### config.mk
export PLATFORM = sky130hd
export DESIGN_NAME = sro_top
export DESIGN_NICKNAME = d
export VERILOG_FILES = /design/src/logic/sro_pkg.sv /design/src/logic/sro_fifo.sv /design/src/logic/sro_top.sv
export SDC_FILE = /design/constraint.sdc
export NUM_CORES = 1
export LEC_CHECK = 0
export BUFFER_PORTS_ARGS = -buffer_cell sky130_fd_sc_hd__buf_2
export CORE_AREA = 10 10 101 103
export CTS_CLUSTER_DIAMETER = 80
export CTS_CLUSTER_SIZE = 16
export DETAILED_ROUTE_END_ITERATION = 7
export DIE_AREA = 0 0 111 113
export GPL_TIMING_DRIVEN = 0
export PLACE_DENSITY = 0.73
export REMOVE_ABC_BUFFERS = 1
export SYNTH_ARGS = -nofsm -noshare
export SYNTH_HDL_FRONTEND = slang
export SYNTH_SLANG_ARGS = --single-unit
export TNS_END_PERCENT = 100
### constraint.sdc
create_clock -name clk -period 6.83 [get_ports clk]
set_input_delay 0.683 -clock clk [delete_from_list [all_inputs] [get_ports clk]]
set_output_delay 0.683 -clock clk [all_outputs]
set_load 0.005 [all_outputs]
### src/logic/sro_pkg.sv
// package of constants for the serial-in latched power output shifter
`default_nettype none
package sro_pkg;
  localparam int SRO_WIDTH = 8;
  localparam int SRO_FIFO_DEPTH = 8;
  localparam logic [7:0] SRO_CHAIN_RESET = 8'h00;
  localparam logic [7:0] SRO_HOLD_RESET = 8'h00;
  localparam logic [1:0] SRO_SYNC_RESET = 2'h0;
  localparam logic [1:0] SRO_SYNC_IDLE_HIGH = 2'h3;
endpackage : sro_pkg
`default_nettype wire

### src/logic/sro_fifo.sv
// small fifo with valid and ready on both sides
`timescale 1ns/100ps
`default_nettype none
module sro_fifo #(
  parameter int WIDTH = 8,
  parameter int DEPTH = 8
) (
  // clock and reset
  input wire logic clk,
  input wire logic reset,
  // fill side
  input wire logic in_valid,
  output logic in_ready,
  input wire logic [WIDTH-1:0] in_data,
  // drain side
  output logic out_valid,
  input wire logic out_ready,
  output logic [WIDTH-1:0] out_data
);
  localparam int AW = $clog2(DEPTH);
  logic [WIDTH-1:0] mem [DEPTH];
  logic [AW-1:0] wr_ptr;
  logic [AW-1:0] rd_ptr;
  logic [AW:0] count;
  logic push;
  logic pop;

  assign in_ready = (count != (AW+1)'(DEPTH));
  assign out_valid = (count != '0);
  assign push = in_valid && in_ready;
  assign pop = out_valid && out_ready;
  assign out_data = mem[rd_ptr];

  always_ff @(posedge clk)
  begin
    if (push)
    begin
      mem[wr_ptr] <= in_data;
    end
  end

  always_ff @(posedge clk)
  begin
    if (reset)
    begin
      wr_ptr <= '0;
      rd_ptr <= '0;
      count <= '0;
    end
    else
    begin
      if (push)
      begin
        wr_ptr <= (wr_ptr == AW'(DEPTH - 1)) ? '0 : wr_ptr + 1'b1;
      end
      if (pop)
      begin
        rd_ptr <= (rd_ptr == AW'(DEPTH - 1)) ? '0 : rd_ptr + 1'b1;
      end
      case ({push, pop})
        2'b10: count <= count + 1'b1;
        2'b01: count <= count - 1'b1;
        default: count <= count;
      endcase
    end
  end
endmodule : sro_fifo
`default_nettype wire

### src/logic/sro_top.sv
// serial-in latched power output shifter top level
`timescale 1ns/100ps
`default_nettype none
// Summary of operation
// - an eight-stage chain fed from serial_in is readable at its end and in parallel via a holding register.
// - the chain is stepped by shift_clk and the holding register by latch_clk, independently.
// - clear_n low clears chain and holding register at once, regardless of either clock.
// - each rising shift_clk edge shifts the chain one stage and takes serial_in into stage zero.
// - each rising latch_clk edge copies all eight chain stages into the holding register.
// - cascade_out shows the last chain stage and changes only on a rising shift_clk edge or when clear_n goes low.
// - with both clocks tied, the holding register takes the chain value from before the edge.
// - with out_en_n low each power output follows its holding register bit.
// - with out_en_n high all power outputs are off and high impedance.
// - out_en_n never alters chain or holding register.
// - eight open-drain outputs, one per holding bit, each a low-side switch.
module sro_top
  import sro_pkg::*;
(
  // clock and reset
  input wire logic clk,
  input wire logic reset,
  // host pins
  input wire logic serial_in,
  input wire logic shift_clk,
  input wire logic latch_clk,
  input wire logic clear_n,
  input wire logic out_en_n,
  // cascade
  output logic cascade_out,
  // open-drain power outputs: drive low when enabled
  output logic [SRO_WIDTH-1:0] power_out,
  output logic [SRO_WIDTH-1:0] power_out_oe
);
  logic [1:0] sync_data;
  logic [1:0] sync_sclk;
  logic [1:0] sync_lclk;
  logic [1:0] sync_clr;
  logic [1:0] sync_oe;
  logic sclk_prev;
  logic lclk_prev;
  logic shift_edge;
  logic latch_edge;
  logic clear_now;
  logic [SRO_WIDTH-1:0] chain;
  logic [SRO_WIDTH-1:0] next_chain;
  logic [SRO_WIDTH-1:0] hold;
  logic fifo_ready;
  logic fifo_valid;
  logic [SRO_WIDTH-1:0] fifo_data;
  logic [SRO_WIDTH-1:0] next_power_out_oe;

  // rising edge of a synchronised pin
  function automatic logic rise_of(input logic cur_level, input logic old_level);
    rise_of = cur_level && !old_level;
  endfunction : rise_of

  // two-stage synchronisers
  always_ff @(posedge clk)
  begin
    if (reset)
    begin
      sync_data <= SRO_SYNC_RESET;
      sync_sclk <= SRO_SYNC_RESET;
      sync_lclk <= SRO_SYNC_RESET;
      sync_clr <= SRO_SYNC_IDLE_HIGH;
      sync_oe <= SRO_SYNC_IDLE_HIGH;
    end
    else
    begin
      sync_data <= {sync_data[0], serial_in};
      sync_sclk <= {sync_sclk[0], shift_clk};
      sync_lclk <= {sync_lclk[0], latch_clk};
      sync_clr <= {sync_clr[0], clear_n};
      sync_oe <= {sync_oe[0], out_en_n};
    end
  end

  // edge finders
  always_ff @(posedge clk)
  begin
    if (reset)
    begin
      sclk_prev <= 1'b0;
      lclk_prev <= 1'b0;
    end
    else
    begin
      sclk_prev <= sync_sclk[1];
      lclk_prev <= sync_lclk[1];
    end
  end

  assign shift_edge = rise_of(sync_sclk[1], sclk_prev);
  assign latch_edge = rise_of(sync_lclk[1], lclk_prev);
  assign clear_now = !sync_clr[1];
  assign next_chain = {chain[SRO_WIDTH-2:0], sync_data[1]};

  // shift chain
  always_ff @(posedge clk)
  begin
    if (reset || clear_now)
    begin
      chain <= SRO_CHAIN_RESET;
    end
    else if (shift_edge)
    begin
      chain <= next_chain;
    end
  end

  // chain snapshots queue toward the holding register
  sro_fifo #(
    .WIDTH(SRO_WIDTH),
    .DEPTH(SRO_FIFO_DEPTH)
  ) u_fifo (
    .clk(clk),
    .reset(reset || clear_now),
    .in_valid(latch_edge),
    .in_ready(fifo_ready),
    .in_data(chain),
    .out_valid(fifo_valid),
    .out_ready(1'b1),
    .out_data(fifo_data)
  );

  // holding register
  always_ff @(posedge clk)
  begin
    if (reset || clear_now)
    begin
      hold <= SRO_HOLD_RESET;
    end
    else if (fifo_valid)
    begin
      hold <= fifo_data;
    end
  end

  assign cascade_out = chain[SRO_WIDTH-1];
  assign power_out = '0;
  assign next_power_out_oe = sync_oe[1] ? '0 : hold;

  // gate drive register, a high bit turns its switch on
  always_ff @(posedge clk)
  begin
    if (reset)
    begin
      power_out_oe <= SRO_HOLD_RESET;
    end
    else
    begin
      power_out_oe <= next_power_out_oe;
    end
  end
endmodule : sro_top
`default_nettype wire

Word-level counts from Yosys, hierarchy flattened:

Memory sizes are Yosys's and may differ from the RTL's. A register that Yosys moved wholly into a read port is not among the register bits.
Index checks and enable logic that the tools add are counted.

* bits of input ports: 7
* memories: 1
* word-level logic and storage cells: 37
* register bits: 38
* output and inout bits: 17
* bits in writable memories: 64

Memory list
* u_fifo.mem: words 8, width 8, read ports 1, clocked after Yosys merged registers in 1, write ports 1, line sro_fifo.sv:21 `logic [WIDTH-1:0] mem [DEPTH];`

* add/sub/neg operators: 4
* equality and inequality tests: 5
* mux-type cells: 5
* reductions and logical operators: 10

Operator list (count)
* $pmux W4 S2: 1
* $add A3 B1 Y3 const B: 2
* $eq A3 B3 Y1 const B: 2
* $mux W3: 2
* $add A4 B1 Y4 const B: 1
* $ne A4 B4 Y1 const B: 1
* $reduce_bool A4 Y1: 1
* $sub A4 B1 Y4 const B: 1
* $logic_and A1 B1 Y1: 3
* $logic_not A1 Y1: 3
* $eq A2 B1 Y1 const B: 1
* $eq A2 B2 Y1 const B: 1
* $mux W1: 2
* $reduce_bool A2 Y1: 1
* $reduce_or A2 Y1: 1
* $logic_or A1 B1 Y1: 1

Depth between registers and ports, before layout:

* depth in word-level cells: 5
* depth in mapped cells: 11
* mapped depth without buffers: 10

By module:

A second synthesis with hierarchy kept.

* cell total of the unflattened synthesis: 287
* area, all modules: 4449.3 µm²

By module, submodules not included
* sro_fifo: area each 3169.3 µm², cells each 170, instances 1
* sro_top: area each 1280.0 µm², cells each 117, instances 1

Worst setup path after synthesis:

OpenSTA, ideal clock, no wires.

* kind: flip-flop to flip-flop
* start point: reg u_fifo.count[1]
* end point: reg u_fifo.count[2]
* data arrival time: 2.291 ns
* stages on the path, launching flop included: 12
* setup time: 0.070 ns
* data required time: 6.760 ns
* path slack: 4.469 ns
* clock period less this slack: 2.361 ns
* path buffers: 2
* cells stage by stage: dfxtp_1 -> buf_4 -> nor4_2 -> inv_2 -> clkbuf_1 -> ha_1 -> xor2_1 -> ha_1 -> a21oi_1 -> xor2_1 -> or3_1 -> a21oi_1

* cells in the longest elaborated chain, start to end: 4
* elaborated cells between the ends (all ways): 9
* classes of those cells: add/sub: 2; eq/ne: 3; mux: 1; reduce/logical: 3

RTL lines
* start, declared: line sro_fifo.sv:24 `logic [AW:0] count;`
* start signal, assigned: line sro_fifo.sv:61 `2'b10: count <= count + 1'b1;`
* start signal, assigned: line sro_fifo.sv:62 `2'b01: count <= count - 1'b1;`
* start signal, assigned: line sro_fifo.sv:63 `default: count <= count;`
* $ne A4 B4 Y1: line sro_fifo.sv:28 `assign in_ready = (count != (AW+1)'(DEPTH));`
* $logic_and A1 B1 Y1: line sro_fifo.sv:30 `assign push = in_valid && in_ready;`
* $eq A2 B1 Y1 / $eq A2 B2 Y1 (equally long branches): line sro_fifo.sv:60 `case ({push, pop})`
* $pmux W4 S2 / $reduce_bool A2 Y1 (equally long branches)

Parallel ways exist; a longest one is shown, timed or not.
A chain may end at the register's enable or synchronous reset.

Worst setup path in the final report:

* start point: reg u_fifo.count[1]
* end point: mem u_fifo.mem[3][1], enable pin

* cells in the longest elaborated chain, start to end: 4

RTL lines
* $ne A4 B4 Y1: line sro_fifo.sv:28
* $logic_and A1 B1 Y1: line sro_fifo.sv:30
* $mux W1: line sro_fifo.sv:36 `if (push)`
* $mux W1 (implied by the code): line sro_fifo.sv:38 `mem[wr_ptr] <= in_data;`
* end, declared: line sro_fifo.sv:21

Every way passes these cells.

==> flow_summary.toml <==
[grt]
grt_overflow = 0
grt.total_usage_pct = 10.8
grt_start_max_net_pins = 21
grt_pass1_wl_mm = 10.9
antenna_found_initial = 0
grt_pass1_vias = 2142

[floorplanning]
rows = 33
start_util_pct = 50.6
dieWidth_um = 111
die_h_um = 113
core_area_um2 = 8130
ios = 24
die-area_um2 = 12500

[cells_and_area]
fillerInstances = 657
synthToLayoutAreaGrowth_pct = 8.30
antenna_cells = 0
final_common_cell = "edfxtp_1"
layout_common_cells = "edfxtp_1 (64), dfxtp_1 (46), nand2_1 (27)"
multi_input_area_um2 = 1190
regArea_um2 = 2840
nets = 313
drive_above_1_share_pct = 20.4

[flow_run]
max_cap_violations = 0

[detailed_routing]
wl_mm = 6.41
drt_iter0_drc = 128
vias = 2142
drt_pre_antenna_iters = 4
wl_per_cell_um = 15.7
ant_nets = 0
vias_per_cell = 5.24
drc = 0

[synth]
synth-seq-cells = 110
netlist.area_leader.share_pct = 46.7
synth_cell_types = 35
yosys.area.top_type = "edfxtp_1"
yosys-top-cells-area = "edfxtp_1 (47%), dfxtp_1 (22%), mux4_2 (8.8%)"
syn_area_um2 = 4120
yosysWarningCount = 0
yosysSeqAreaShare_pct = 69.1
postSynthCellCount = 285
syn_avg_cell_area_um2 = 14.4

[critical_path]
crit_fanout = 10
crit_required_ns = 6.81
crit_type = "flip-flop to flip-flop"
critPathCaptureType = "flip-flop"
r2r.worst_path.cells = 4
start_kind = "flip-flop"
critPathArrivalTime_ns = 2.58

[sta]
hold_viol_final = 0
slew_headroom_pct = 13.8
fin_setup_tns_ns = 0
worstMarginPinSlew_ns = 1.28
fin_crit_ns = 2.60
fmax_mhz = 385
drv_slew = 0
timing.final.ws_setup_ns = 4.23
setup_viol = 0
grt_setup_unrepaired = "false"
finalCritPeriodShare_pct = 38.1
finClkSkew_ns = 0.0120

[power]
power_density_nw_per_um2 = 328
total_leakage_power_nw = 1.54
peakVddDrop_v = 0.000140

[clock_network]
cts_made_buffers = 9
cts_tree = "done"
clkTransAtPathRegs_ns = 0.11
root_buffer = "clkbuf_8"
postCtsHoldBufs = 0
clock-sinks = 110
cts_setup_buffers = 0
clockBufferDepth = 2
insertion_delay_ns = 0.37
htree_levels = 3
cts_resized = 0

[placement]
hpwl_mm = 4.44
place.gp.congestion = 0.787
portBuffers = 15
pre_cts_slack_ns = 4.15

[hold_path]
worstHoldPathType = "flip-flop to flip-flop"
min_path_cells = 1

[outcome]
status = "finished clean"
==> cells by family after synthesis <==
family                   Yosys count  synth area share [%]
other                              1                0.0911
AND/OR/NAND/NOR                   85                  10.8
AO/OA/AOI/OAI                     37                  5.02
flip-flops                       110                  69.1
XOR/XNOR                           3                 0.639
multiplexers                      17                  9.00
buffers and inverters             25                  3.28
adder cells (fa/ha/maj)            7                  2.13
==> synthesized netlist by cell type <==
cell type,instances
nand3b_1,2
nor2b_1,10
buf_2,3
nor4_2,1
a211o_1,1
nand2b_1,3
o22ai_1,8
or2_2,4
buf_4,10
nor3_1,4
and2_1,8
a21oi_1,16
nand2_1,27
dfxtp_1,46
nand4_1,1
o21ai_0,10
a211oi_2,1
inv_2,2
nand3_1,1
xor2_1,3
clkbuf_1,7
nor2_1,15
nor4bb_1,1
mux4_2,16
conb_1,1
o21ai_1,1
nor4_1,1
nor4b_1,3
buf_1,2
inv_1,1
mux2i_1,1
edfxtp_1,64
ha_1,7
or3_1,2
nor3b_1,2
==> sequential cells by signal, indices dropped and copies added, names as in the netlist <==
name           count
sync_sclk          2
sync_oe            2
u_fifo.rd_ptr      3
hold               8
sclk_prev          1
lclk_prev          1
power_out_oe       8
sync_data          2
u_fifo.count       4
chain              8
sync_clr           2
u_fifo.mem        64
u_fifo.wr_ptr      3
sync_lclk          2
==> through the flow <==
stage	hold WS [ns]	total power [mW]	util (%)	area (um^2)	cells
after global routing	0.443	1.54	54.8	4460	409
after detailed placement	0.397	1.11	52.4	4270	393
final	0.423	1.46	54.8	4460	409
after floorplan	0.389	1.04	-	4020	270
after global placement	0.391	1.10	51.9	4220	390
after CTS	0.424	1.47	54.7	4450	409
==> area by class of cell <==
cell class / count / area share [%]
Sequential cell: 110 / 63.8
Clock inverter: 7 / 1.40
Multi-Input combinational cell: 157 / 26.6
Inverter: 3 / 0.253
Clock buffer: 9 / 2.78
Timing Repair Buffer: 18 / 2.19
Tap cell: 105 / 2.95
==> critical path, stage by stage (launching register included) <==
cell and delay, ns:
dfxtp_1 0.48, nor3_1 0.11, a211oi_2 0.39, inv_2 0.19, nor3_1 1.04
==> power by group <==
group / leakage (nW) / switching (mW) / internal, mW
Combinational: 0.479 / 0.154 / 0.145
Sequential: 0.968 / 0.0567 / 0.733
Clock: 0.0916 / 0.230 / 0.141
Total: 1.54 / 0.441 / 1.02
==> routing by layer <==
metal | global-route usage, % | vias up | routed length, um
met1 | 12.9 | 1040 | 2870
met4 | 6.34 | 0 | 147
met2 | 17.9 | 37 | 3150
met5 | 0 | - | 0
li1 | - | 1049 | -
met3 | 2.22 | 16 | 239
==> path summary, 6_finish.rpt <==
check / startpoint / endpoint / slack (ns)
min reg2reg: sync_oe[0] / sync_oe[1] / 0.42
max reg2reg: u_fifo.count[1] / u_fifo.mem[3][1] / 4.23
min: sync_oe[0] / sync_oe[1] / 0.42
max: u_fifo.count[1] / u_fifo.mem[3][1] / 4.23
Note: power is estimated with default switching activity, not from simulation.
